**src/hdl/clk_sel_regs.svh**
```systemverilog
// Register offsets, field positions, reset values and timing counts of the clock selector.
// Assumes a byte-addressed register port with one 32-bit word per register.
`ifndef CLK_SEL_REGS_SVH
`define CLK_SEL_REGS_SVH

`define CS_ADDR_W            8
`define CS_PLL_SEL_OFS       8'h00
`define CS_SYSCLK_SEL_OFS    8'h04
`define CS_OSC_CTRL_OFS      8'h08
`define CS_SYS_CTRL1_OFS     8'h0C

`define CS_PLL_USE_BIT       0
`define CS_SYSCLK_FLAG_BIT   0
`define CS_SYSCLK_SEL_BIT    1
`define CS_PLL_EN_BIT        0
`define CS_HI_OSC_EN_BIT     8
`define CS_LO_OSC_EN_BIT     9
`define CS_GEAR_LSB          0
`define CS_GEAR_MSB          2
`define CS_PERIPH_SRC_BIT    4
`define CS_PRESCALE_LSB      8
`define CS_PRESCALE_MSB      10

`define CS_OSC_CTRL_RST      32'h00000300
`define CS_SYS_CTRL1_RST     32'h00000000

`define CS_PLL_MULT          4
`define CS_PLL_HALF_SHIFT    3
`define CS_SYNC_STAGES       3

`endif

```
**src/hdl/clk_sel_pkg.sv**
```systemverilog
// Types shared by the clock selector and its glitch-free multiplexer.
// Assumes clk_sel_regs.svh carries all numeric constants.
package clk_sel_pkg;

   typedef enum logic [2:0] {
      MUX_RUN      = 3'b001,
      MUX_OLD_LOW  = 3'b010,
      MUX_NEW_LOW  = 3'b100
   } mux_state_t;

   typedef logic [2:0] ratio_code_t;

endpackage : clk_sel_pkg

```
**src/hdl/safe_clk_mux.sv**
```systemverilog
// Glitch-free two-input multiplexer for clock levels sampled on ref_clk.
// Assumes both inputs are already synchronous to ref_clk.
`timescale 1ns/10ps
module safe_clk_mux
   import clk_sel_pkg::*;
(
   input  wire logic ref_clk,
   input  wire logic reset,
   input  wire logic clk_a,
   input  wire logic clk_b,
   input  wire logic sel,
   output logic      clk_out,
   output logic      sel_active
);

   mux_state_t state_r;
   logic       cur_r;
   logic       tgt_r;
   logic       gate_r;
   logic       out_r;

   wire        old_clk = cur_r ? clk_b : clk_a;
   wire        new_clk = tgt_r ? clk_b : clk_a;

   ////////////////////////////////////////////////////////////////////////////
   // Gate off only while the old clock is low, reopen only while the new one
   // is low, so no shortened phase escapes. A stopped-high clock stalls this.
   always_ff @(posedge ref_clk or posedge reset) begin
      if (reset) begin
         state_r <= MUX_RUN;
         cur_r   <= 1'b0;
         tgt_r   <= 1'b0;
         gate_r  <= 1'b1;
      end else begin
         case (state_r)
            MUX_RUN: begin
               if (sel != cur_r) begin
                  tgt_r   <= sel;
                  state_r <= MUX_OLD_LOW;
               end
            end
            MUX_OLD_LOW: begin
               if (!old_clk) begin
                  gate_r  <= 1'b0;
                  state_r <= MUX_NEW_LOW;
               end
            end
            MUX_NEW_LOW: begin
               if (!new_clk) begin
                  cur_r   <= tgt_r;
                  gate_r  <= 1'b1;
                  state_r <= MUX_RUN;
               end
            end
            default: state_r <= MUX_RUN;
         endcase
      end
   end

   always_ff @(posedge ref_clk or posedge reset) begin
      if (reset) out_r <= 1'b0;
      else       out_r <= gate_r & old_clk;
   end

   assign clk_out    = out_r;
   assign sel_active = cur_r;

endmodule : safe_clk_mux

```
**src/hdl/pow2_clk_divider.sv**
```systemverilog
// Power-of-two divider for a clock level sampled on ref_clk.
// Assumes the ratio is not changed while downstream logic runs.
`timescale 1ns/10ps
module pow2_clk_divider
   import clk_sel_pkg::*;
#(
   parameter int CNT_W = 6
)(
   input  wire logic        ref_clk,
   input  wire logic        reset,
   input  wire logic        clk_in,
   input  wire ratio_code_t shift,
   output logic             clk_out
);

   logic             in_d_r;
   logic [CNT_W-1:0] cnt_r;
   logic             out_r;

   wire              in_rise = clk_in & ~in_d_r;
   wire              tap     = (shift == 3'h0) ? clk_in : cnt_r[3'(shift - 3'h1)];

   always_ff @(posedge ref_clk or posedge reset) begin
      if (reset) begin
         in_d_r <= 1'b0;
         cnt_r  <= '0;
         out_r  <= 1'b0;
      end else begin
         in_d_r <= clk_in;
         if (in_rise) cnt_r <= cnt_r + 1'b1;
         out_r  <= tap;
      end
   end

   assign clk_out = out_r;

endmodule : pow2_clk_divider

```
**src/hdl/pll_and_sysclk_select.sv**
```systemverilog
// High-speed source choice, x4 PLL, gear, prescaler and system clock selection.
// Assumes oscillator pins are asynchronous to ref_clk and much slower than it.
//
// Function
// - PLL use bit, bit 0, picks oscillator (0) or PLL clock (1); resets 0.
// - PLL clock runs at four times the high-speed oscillator frequency.
// - System select bit 1 picks high-speed (0) or low-speed (1); resets 0.
// - Read-only bit 0 shows the clock actually in use; resets 0.
// - The system clock changes some cycles after the write, never at once.
// - Status follows select when switching ends; software polls for equality.
// - Gear divides the high-speed clock by 1, 2, 4 or 8.
// - Prescaler divides the peripheral clock by 1, 2, 4, 8, 16 or 32.
// - Reset: oscillators on, PLL off, gear one, every selector at default.
// - After reset all clocks but the low-speed one equal the oscillator.
// - PLL stays off after reset until software sets its enable bit.
`timescale 1ns/10ps
`include "clk_sel_regs.svh"
module pll_and_sysclk_select
   import clk_sel_pkg::*;
#(
   parameter int PER_W = 12,
   parameter int DIV_W = 6
)(
   input  wire logic                  ref_clk,
   input  wire logic                  reset,
   input  wire logic [`CS_ADDR_W-1:0] reg_addr,
   input  wire logic [31:0]           reg_wdata,
   input  wire logic                  reg_wr,
   input  wire logic                  reg_rd,
   output logic      [31:0]           reg_rdata,
   input  wire logic                  hi_osc_in,
   input  wire logic                  lo_osc_in,
   output logic                       hi_osc_enable,
   output logic                       lo_osc_enable,
   output logic                       pll_running,
   output logic                       high_speed_clock,
   output logic                       gear_clock,
   output logic                       prescaler_clock,
   output logic                       system_clock,
   output logic                       sysclk_status_flag
);

   ////////////////////////////////////////////////////////////////////////////
   // Register storage

   logic                  pll_use_bit_r;
   logic                  sysclk_sel_r;
   logic                  pll_en_r;
   logic                  hi_osc_en_r;
   logic                  lo_osc_en_r;
   ratio_code_t           gear_divide_field_r;
   logic                  periph_source_field_r;
   ratio_code_t           prescale_divide_field_r;
   logic [31:0]           rdata_r;

   // Reset values come from the register words so the two cannot drift apart
   localparam logic        PLL_EN_RST    = 1'((`CS_OSC_CTRL_RST >> `CS_PLL_EN_BIT) & 32'h1);
   localparam logic        HI_OSC_EN_RST = 1'((`CS_OSC_CTRL_RST >> `CS_HI_OSC_EN_BIT) & 32'h1);
   localparam logic        LO_OSC_EN_RST = 1'((`CS_OSC_CTRL_RST >> `CS_LO_OSC_EN_BIT) & 32'h1);
   localparam ratio_code_t GEAR_RST      = 3'((`CS_SYS_CTRL1_RST >> `CS_GEAR_LSB) & 32'h7);
   localparam logic        PSRC_RST      = 1'((`CS_SYS_CTRL1_RST >> `CS_PERIPH_SRC_BIT) & 32'h1);
   localparam ratio_code_t PRESCALE_RST  = 3'((`CS_SYS_CTRL1_RST >> `CS_PRESCALE_LSB) & 32'h7);

   ////////////////////////////////////////////////////////////////////////////
   // Address decode

   wire hit_pll_sel    = (reg_addr == `CS_PLL_SEL_OFS);
   wire hit_sysclk_sel = (reg_addr == `CS_SYSCLK_SEL_OFS);
   wire hit_osc_ctrl   = (reg_addr == `CS_OSC_CTRL_OFS);
   wire hit_sys_ctrl1  = (reg_addr == `CS_SYS_CTRL1_OFS);

   wire wr_pll_sel     = reg_wr & hit_pll_sel;
   wire wr_sysclk_sel  = reg_wr & hit_sysclk_sel;
   wire wr_osc_ctrl    = reg_wr & hit_osc_ctrl;
   wire wr_sys_ctrl1   = reg_wr & hit_sys_ctrl1;

   ////////////////////////////////////////////////////////////////////////////
   // Writable fields; only documented bits are stored, the rest are dropped

   always_ff @(posedge ref_clk or posedge reset) begin
      if (reset) begin
         pll_use_bit_r <= 1'b0;
      end else if (wr_pll_sel) begin
         pll_use_bit_r <= reg_wdata[`CS_PLL_USE_BIT];
      end
   end

   always_ff @(posedge ref_clk or posedge reset) begin
      if (reset) begin
         sysclk_sel_r <= 1'b0;
      end else if (wr_sysclk_sel) begin
         sysclk_sel_r <= reg_wdata[`CS_SYSCLK_SEL_BIT];
      end
   end

   // Oscillators come up running, the PLL stopped
   always_ff @(posedge ref_clk or posedge reset) begin
      if (reset) begin
         pll_en_r    <= PLL_EN_RST;
         hi_osc_en_r <= HI_OSC_EN_RST;
         lo_osc_en_r <= LO_OSC_EN_RST;
      end else if (wr_osc_ctrl) begin
         pll_en_r    <= reg_wdata[`CS_PLL_EN_BIT];
         hi_osc_en_r <= reg_wdata[`CS_HI_OSC_EN_BIT];
         lo_osc_en_r <= reg_wdata[`CS_LO_OSC_EN_BIT];
      end
   end

   always_ff @(posedge ref_clk or posedge reset) begin
      if (reset) begin
         gear_divide_field_r     <= GEAR_RST;
         periph_source_field_r   <= PSRC_RST;
         prescale_divide_field_r <= PRESCALE_RST;
      end else if (wr_sys_ctrl1) begin
         gear_divide_field_r     <= reg_wdata[`CS_GEAR_MSB:`CS_GEAR_LSB];
         periph_source_field_r   <= reg_wdata[`CS_PERIPH_SRC_BIT];
         prescale_divide_field_r <= reg_wdata[`CS_PRESCALE_MSB:`CS_PRESCALE_LSB];
      end
   end

   ////////////////////////////////////////////////////////////////////////////
   // Ratio decode; codes outside the table fall back to divide-by-one

   wire ratio_code_t gear_shift = (gear_divide_field_r > 3'h3) ? 3'h0
                                                               : gear_divide_field_r;
   wire ratio_code_t pre_shift  = (prescale_divide_field_r > 3'h5) ? 3'h0
                                                           : prescale_divide_field_r;

   ////////////////////////////////////////////////////////////////////////////
   // Oscillator pin synchronisers; a level is taken once stages two and three agree

   logic [`CS_SYNC_STAGES-1:0] hi_sync_r;
   logic [`CS_SYNC_STAGES-1:0] lo_sync_r;
   logic                       hi_osc_r;
   logic                       lo_osc_r;

   always_ff @(posedge ref_clk or posedge reset) begin
      if (reset) begin
         hi_sync_r <= '0;
         lo_sync_r <= '0;
      end else begin
         hi_sync_r <= {hi_sync_r[1:0], hi_osc_in};
         lo_sync_r <= {lo_sync_r[1:0], lo_osc_in};
      end
   end

   wire hi_agree = (hi_sync_r[1] == hi_sync_r[2]);
   wire lo_agree = (lo_sync_r[1] == lo_sync_r[2]);

   always_ff @(posedge ref_clk or posedge reset) begin
      if (reset) begin
         hi_osc_r <= 1'b0;
         lo_osc_r <= 1'b0;
      end else begin
         if (hi_agree) hi_osc_r <= hi_sync_r[2];
         if (lo_agree) lo_osc_r <= lo_sync_r[2];
      end
   end

   ////////////////////////////////////////////////////////////////////////////
   // PLL model: measure the oscillator period in ref_clk cycles and emit eight
   // half-periods per oscillator period. Output rate is bounded by ref_clk/2,
   // so the x4 ratio is exact only while the oscillator is slow enough.

   logic             hi_osc_d_r;
   logic [PER_W-1:0] per_cnt_r;
   logic [PER_W-1:0] per_r;
   logic [PER_W-1:0] ph_cnt_r;
   logic             pll_clk_r;

   wire              hi_rise  = hi_osc_r & ~hi_osc_d_r;
   wire              per_full = &per_cnt_r;
   wire [PER_W-1:0]  half_raw = per_r >> `CS_PLL_HALF_SHIFT;
   wire [PER_W-1:0]  half_eff = (half_raw == '0) ? PER_W'(1) : half_raw;
   wire [PER_W-1:0]  ph_next  = ph_cnt_r + 1'b1;
   wire              ph_wrap  = (ph_next >= half_eff);

   always_ff @(posedge ref_clk or posedge reset) begin
      if (reset) begin
         hi_osc_d_r <= 1'b0;
         per_cnt_r  <= '0;
         per_r      <= '0;
      end else begin
         hi_osc_d_r <= hi_osc_r;
         if (hi_rise) begin
            per_r     <= per_cnt_r;
            per_cnt_r <= PER_W'(1);
         end else if (!per_full) begin
            per_cnt_r <= per_cnt_r + 1'b1;
         end
      end
   end

   // Held low while disabled so the source mux can always leave it
   always_ff @(posedge ref_clk or posedge reset) begin
      if (reset) begin
         ph_cnt_r  <= '0;
         pll_clk_r <= 1'b0;
      end else if (!pll_en_r) begin
         ph_cnt_r  <= '0;
         pll_clk_r <= 1'b0;
      end else if (ph_wrap) begin
         ph_cnt_r  <= '0;
         pll_clk_r <= ~pll_clk_r;
      end else begin
         ph_cnt_r  <= ph_next;
      end
   end

   ////////////////////////////////////////////////////////////////////////////
   // High-speed source: oscillator or PLL

   logic hs_clk;
   logic hs_sel_active;

   safe_clk_mux u_hs_mux (
      .ref_clk    (ref_clk),
      .reset      (reset),
      .clk_a      (hi_osc_r),
      .clk_b      (pll_clk_r),
      .sel        (pll_use_bit_r),
      .clk_out    (hs_clk),
      .sel_active (hs_sel_active)
   );

   ////////////////////////////////////////////////////////////////////////////
   // Gear and prescaler

   logic gear_clk;
   logic pre_clk;

   pow2_clk_divider #(
      .CNT_W (DIV_W)
   ) u_gear (
      .ref_clk (ref_clk),
      .reset   (reset),
      .clk_in  (hs_clk),
      .shift   (gear_shift),
      .clk_out (gear_clk)
   );

   // Peripheral clock is the geared clock, or the raw high-speed clock
   wire periph_clk = periph_source_field_r ? hs_clk : gear_clk;

   pow2_clk_divider #(
      .CNT_W (DIV_W)
   ) u_prescale (
      .ref_clk (ref_clk),
      .reset   (reset),
      .clk_in  (periph_clk),
      .shift   (pre_shift),
      .clk_out (pre_clk)
   );

   ////////////////////////////////////////////////////////////////////////////
   // System clock: geared high-speed clock or low-speed clock

   logic sys_clk;
   logic sys_active;

   safe_clk_mux u_sys_mux (
      .ref_clk    (ref_clk),
      .reset      (reset),
      .clk_a      (gear_clk),
      .clk_b      (lo_osc_r),
      .sel        (sysclk_sel_r),
      .clk_out    (sys_clk),
      .sel_active (sys_active)
   );

   ////////////////////////////////////////////////////////////////////////////
   // Read path; data valid only in the cycle after the strobe

   logic [31:0] rd_mux;

   always_comb begin
      rd_mux = 32'h00000000;
      if (hit_pll_sel) begin
         rd_mux[`CS_PLL_USE_BIT] = pll_use_bit_r;
      end else if (hit_sysclk_sel) begin
         rd_mux[`CS_SYSCLK_SEL_BIT]  = sysclk_sel_r;
         rd_mux[`CS_SYSCLK_FLAG_BIT] = sys_active;
      end else if (hit_osc_ctrl) begin
         rd_mux[`CS_PLL_EN_BIT]    = pll_en_r;
         rd_mux[`CS_HI_OSC_EN_BIT] = hi_osc_en_r;
         rd_mux[`CS_LO_OSC_EN_BIT] = lo_osc_en_r;
      end else if (hit_sys_ctrl1) begin
         rd_mux[`CS_GEAR_MSB:`CS_GEAR_LSB]         = gear_divide_field_r;
         rd_mux[`CS_PERIPH_SRC_BIT]                = periph_source_field_r;
         rd_mux[`CS_PRESCALE_MSB:`CS_PRESCALE_LSB] = prescale_divide_field_r;
      end
   end

   always_ff @(posedge ref_clk or posedge reset) begin
      if (reset)       rdata_r <= 32'h00000000;
      else if (reg_rd) rdata_r <= rd_mux;
      else             rdata_r <= 32'h00000000;
   end

   ////////////////////////////////////////////////////////////////////////////
   // Outputs; after reset every path carries the oscillator level

   assign reg_rdata          = rdata_r;
   assign hi_osc_enable      = hi_osc_en_r;
   assign lo_osc_enable      = lo_osc_en_r;
   assign pll_running        = pll_en_r;
   assign high_speed_clock   = hs_clk;
   assign gear_clock         = gear_clk;
   assign prescaler_clock    = pre_clk;
   assign system_clock       = sys_clk;
   assign sysclk_status_flag = sys_active;

endmodule : pll_and_sysclk_select

```
**config.mk**
```make
export PLATFORM = sky130hd
export DESIGN_NAME = pll_and_sysclk_select
export DESIGN_NICKNAME = d
export VERILOG_FILES = /design/src/hdl/clk_sel_pkg.sv /design/src/hdl/safe_clk_mux.sv /design/src/hdl/pow2_clk_divider.sv /design/src/hdl/pll_and_sysclk_select.sv
export VERILOG_INCLUDE_DIRS = /design/src /design/src/hdl
export SDC_FILE = /design/constraint.sdc
export NUM_CORES = 1
export LEC_CHECK = 0
export ABC_CLOCK_PERIOD_IN_PS = 2760
export BUFFER_PORTS_ARGS = -buffer_cell sky130_fd_sc_hd__buf_2
export CORE_ASPECT_RATIO = 0.75
export CORE_MARGIN = 5
export CORE_UTILIZATION = 45
export CTS_CLUSTER_DIAMETER = 100
export DETAILED_ROUTE_END_ITERATION = 6
export PLACE_DENSITY_LB_ADDON = 0.2
export SYNTH_ARGS = -nofsm -noshare
export SYNTH_HDL_FRONTEND = slang
export SYNTH_SLANG_ARGS = --single-unit
```
**constraint.sdc**
```tcl
create_clock -name ref_clk -period 2.76 [get_ports ref_clk]
set_input_delay 0.138 -clock ref_clk [delete_from_list [all_inputs] [get_ports ref_clk]]
set_output_delay 0.138 -clock ref_clk [all_outputs]
set_load 0.03 [all_outputs]
```
# [Word-level counts from Yosys, hierarchy flattened]
# Cells that the tools add are included.
# W data, S select, Z words.
[word_totals] output_inout_bits=40 input_bits=46 reg_bits=120
[op_classes] eq_ne=21 n_reduce_logical=15 n_mux=51 magnitude_cmp=5 addsub=6 n_bitwise=15
[op_table] operator="$mux W12" count=4
[op_table] operator="$mux W3" count=12
[op_table] operator="$add A12 B1 Y12 const B" count=2
[op_table] operator="$mux W1" count=23
[op_table] operator="$pmux W3 S3" count=2
[op_table] operator="$eq A8 B4 Y1 const B" count=2
[op_table] operator="$add A6 B1 Y6 const B" count=2
[op_table] operator="$ge A12 B9 Y1" count=1
[op_table] operator="$logic_not A12 Y1" count=1
[op_table] operator="$reduce_and A12 Y1" count=1
[op_table] operator="$reduce_and A3 Y1" count=4
[op_table] operator="$mux W11" count=1
[op_table] operator="$ne A2 B2 Y1 const B" count=5
[op_table] operator="$and A1 B1 Y1" count=9
[op_table] operator="$mux W9" count=1
[op_table] operator="$eq A8 B3 Y1 const B" count=1
[op_table] operator="$logic_not A8 Y1" count=1
[op_table] operator="$lt A3 B4 Y1 const B" count=2
[op_table] operator="$mux W2" count=4
[op_table] operator="$reduce_and A2 Y1" count=4
[op_table] operator="$bmux W1 S3" count=2
[op_table] operator="$eq A3 B1 Y1 const B" count=2
[op_table] operator="$eq A3 B2 Y1 const B" count=2
[op_table] operator="$eq A3 B3 Y1 const B" count=2
[op_table] operator="10 further kinds" count=23

# [Depth between registers and ports, before layout]
[logic_depth] depth_word=6 mapped_depth=10 ltp_nobuf=10

# [Cells and area by module]
# Synthesis repeated with hierarchy kept, for this count alone.
[unflattened] hier_cells=425 hier_area_um2=4658.2
[by_module_without_submodules] mod="pll_and_sysclk_select" seq_area_each_um2=1554.0 cells_per_inst=275 area_per_inst_um2=3056.7 n_inst=1
[by_module_without_submodules] mod="pow2_clk_divider" seq_area_each_um2=200.2 cells_per_inst=37 area_per_inst_um2=422.9 n_inst=2
[by_module_without_submodules] mod="safe_clk_mux" seq_area_each_um2=177.7 cells_per_inst=38 area_per_inst_um2=377.9 n_inst=2

# [Worst setup path before layout]
# No wires, ideal clock.
[synth_timing] path_kind="register -> register" from="reg ph_cnt_r[0]" to="reg pll_clk_r" arrival_ps=2640 n_path_buf=0 path_stages_with_launch=10 slack_ps=-5 path_cell_list="dfrtp_1 -> ha_1 -> and3_1 -> and3_1 -> xor2_1 -> ha_1 -> nand3_1 -> or4_1 -> nand3_1 -> mux2_2"
[synth_between] elab_chain_cells=3
[synth_rtl] element="start, declared" line_no="pll_and_sysclk_select.sv:168" text="logic [PER_W-1:0] ph_cnt_r;"
[synth_rtl] element="start signal, assigned" line_no="pll_and_sysclk_select.sv:206" text="ph_cnt_r <= ph_next;"
[synth_rtl] element="$add A12 B1 Y12" line_no="pll_and_sysclk_select.sv:175" text="wire [PER_W-1:0] ph_next = ph_cnt_r + 1'b1;"
[synth_rtl] element="$ge A12 B9 Y1" line_no="pll_and_sysclk_select.sv:176" text="wire ph_wrap = (ph_next >= half_eff);"
[synth_rtl] element="$ne A2 B1 Y1 (no source line)"
[synth_rtl] element="end signal, assigned" line_no="pll_and_sysclk_select.sv:204" text="pll_clk_r <= ~pll_clk_r;"
[synth_rtl] element="end, declared" line_no="pll_and_sysclk_select.sv:169" text="logic pll_clk_r;"
# No other way between the ends.
# A chain may end at the register's enable or synchronous reset.

# [Final worst setup path]
[layout_timing] from="reg ph_cnt_r[2]" to="reg pll_clk_r"
# Same word-level chain as after synthesis.

==> impl_metrics.py <==
metrics = {
    "run_status": {
        "status": "finished clean",
    },
    "yosys": {
        "syn_area_mm2": 0.00448,
        "synth_edf_count": 0,
        "yosysTopAreaCell": "dfrtp_1",
        "postSynthAreaPerCell_um2": 10.8,
        "yosysSeqAreaShare_pct": 51.6,
        "ys_async_sr_fraction_pct": 100,
        "netlist_instances": 413,
        "synth.ff_latch_count": 92,
        "yosysWarnings": 0,
        "synth_area_leaders": "dfrtp_1, mux2_2, ha_1",
        "ys_types": 49,
        "synthFlopType": "dfrtp_1",
        "synth_top_area_share_pct": 48.1,
    },
    "placed_design": {
        "hpwl_um": 5960,
        "numPortBuffers": 35,
        "place_congestion": 0.781,
        "place_area_mm2": 0.00475,
        "dp.cells": 578,
    },
    "floorplanning": {
        "die_w_um": 125,
        "die-height_um": 96.4,
        "ios": 86,
        "core_area_mm2": 0.00970,
        "rows": 31,
        "initial_core_util_pct": 46.2,
        "dieArea_mm2": 0.0121,
    },
    "layout": {
        "final_cell_mix": "dfrtp_1, nor2_1, buf_2",
        "nets": 522,
        "instances_no_fill": 597,
        "final_area_mm2": 0.00506,
        "diodes": 0,
        "final_common_cell": "dfrtp_1",
        "drive_above_1_share_pct": 20.0,
        "utilization_pct": 52.2,
        "synthToLayoutAreaGrowth_pct": 13.0,
    },
    "grt": {
        "antenna_found_initial": 0,
        "grt_max_degree": 66,
        "grt_pass1_vias": 2827,
        "grt_pass1_wl_um": 13800,
        "grt_remaining_overflow": 0,
        "grtUsageTotal_pct": 14.5,
    },
    "critical_path": {
        "cp-end-kind": "flip-flop",
        "path_max_fanout": 4,
        "critPathArrivalTime_ns": 2.86,
        "critPathKind": "flip-flop to flip-flop",
        "critPathLaunchType": "flip-flop",
        "cp.required_ns": 2.98,
    },
    "route": {
        "num_vias": 2967,
        "drt-total-wl_um": 8230,
        "drt_iter0_markers": 226,
        "via_per_inst": 4.97,
        "post_drt_wl_per_cell_um": 13.8,
        "postRouteAntennaNets": 0,
        "dr.pass1.iters": 4,
        "drc_errors": 0,
    },
    "clock_network": {
        "cts.clk_slew.worst_paths_ns": 0.06,
        "cts_tree": "yes",
        "clkLatencyLatePin_ns": 0.34,
        "clockRootBuffer": "clkbuf_16",
        "cts_sinks": 92,
        "ctsHtreeMaxLevel": 3,
        "cts_setup_buffers": 0,
        "clockBufferDepth": 2,
        "cts_buffers": 9,
    },
    "timing": {
        "rsz0062_at_grt": "no",
        "clock_skew_ns": 0.00611,
        "hold_slack_ns": 0.0315,
        "fin_crit_ns": 2.64,
        "maxSlewViolCount": 0,
        "setup_viol": 0,
        "relSlewSlack_pct": 46.6,
        "finalCritPeriodShare_pct": 95.6,
        "fin_setup_tns_ns": 0,
        "fmax_mhz": 379,
        "tightest_slew_ns": 0.795,
        "finalHoldViolCount": 0,
    },
    "worst_hold_path": {
        "hold_path.class": "input pin to flip-flop",
    },
    "power": {
        "power.leakage_nw": 2.38,
        "p_per_area_mw_per_mm2": 639,
        "ir_drop_mv": 0.309,
    },
    "job": {
        "max_cap_viol_count": 0,
    },
}
[metrics by stage]
step | total power, mW | setup slack, ns
floorplan | 2.04 | 0.0803
global placement | 2.12 | 0.129
detailed placement | 2.15 | 0.0694
CTS | 3.28 | 0.0665
global route | 3.43 | 0.00136
finish | 3.23 | 0.120
[worst max-delay path, stage by stage (launching register included)]
cell and delay [ns]:
dfrtp_1 0.41, and3_4 0.21, and3_1 0.20, and3_1 0.19, xor2_1 0.16, ha_1 0.30, nand3_1 0.09, or4_1 0.54
nand3_2 0.11, mux2_2 0.33
[kinds of logic after synthesis]
| logic type | share of synthesized area, % |
|---|---|
| AO/OA/AOI/OAI | 5.98 |
| XOR/XNOR | 4.89 |
| adder cells (fa/ha/maj) | 4.92 |
| buffers and inverters | 6.31 |
| flip-flops | 51.6 |
| multiplexers | 7.82 |
| other | 0.0837 |
| AND/OR/NAND/NOR | 18.4 |
[state kept, by name (all words and copies together), names as in the netlist, 3 cells and up]
name                     flops
u_gear.cnt_r                 6
lo_sync_r                    3
ph_cnt_r                    12
per_r                        9
reg_rdata                    7
hi_sync_r                    3
u_sys_mux.state_r            3
per_cnt_r                   12
prescale_divide_field_r      3
gear_divide_field_r          3
u_prescale.cnt_r             6
u_hs_mux.state_r             3
[synthesized netlist by cell type (7+ instances only)]
cell type,number
nor2_1,36
nor2b_1,13
a21oi_1,16
nand2_1,27
mux2_2,20
inv_1,16
o21ai_0,18
buf_4,25
xor2_1,9
mux2i_1,8
nand3_1,14
nand2b_1,7
dfrtp_1,86
clkbuf_1,7
and3_1,9
xnor2_1,16
ha_1,16
nor3_1,10
[power breakdown]
| part | switching (mW) | internal (mW) | total, mW |
|---|---|---|---|
| clock network | 0.502 | 0.608 | 1.11 |
| registers | 0.155 | 1.49 | 1.64 |
| logic | 0.270 | 0.210 | 0.480 |
| total | 0.927 | 2.31 | 3.23 |
[per-layer routing]
metal	vias up	part of all wire, %	wire length, um	global-route usage, %
met5	-	0	0	0
met4	0	1.7	142	5.96
met2	51	45	3720	21.6
met3	9	3.9	324	4.40
li1	1468	-	-	-
met1	1439	49	4040	19.8
[path summary, 6_finish.rpt]
kind | startpoint | to | slack (ns) | cells past startpoint
max in group asynchronous | reset | lo_osc_enable | 1.66 | 4
worst max-delay path | ph_cnt_r[2] | pll_clk_r | 0.12 | 9
worst min register to register | hi_sync_r[0] | hi_sync_r[1] | 0.35 | 0
worst max register to register | ph_cnt_r[2] | pll_clk_r | 0.12 | 9
min in group asynchronous | reset | lo_sync_r[0] | 0.36 | 3
worst min-delay path | reg_wdata[4] | periph_source_field_r | 0.03 | 2
[repair_timing]
action | 4_1_cts | 5_1_grt
setup endpoints to repair | 0 | 1
hold buffers | 3 | 0
resized for setup | 0 | 1
hold endpoints to repair | 27 | 0
[area by class of cell]
| class | instances | area, um^2 |
|---|---|---|
| fill | 866 | 4640 |
| tap | 132 | 165 |
| clock inverter | 6 | 41.3 |
| sequential | 92 | 2310 |
| multi-input combinational | 298 | 2000 |
| inverter | 16 | 61.3 |
| timing repair buffer | 43 | 255 |
| clock buffer | 10 | 229 |
Note: power is estimated with default switching activity, not from simulation.
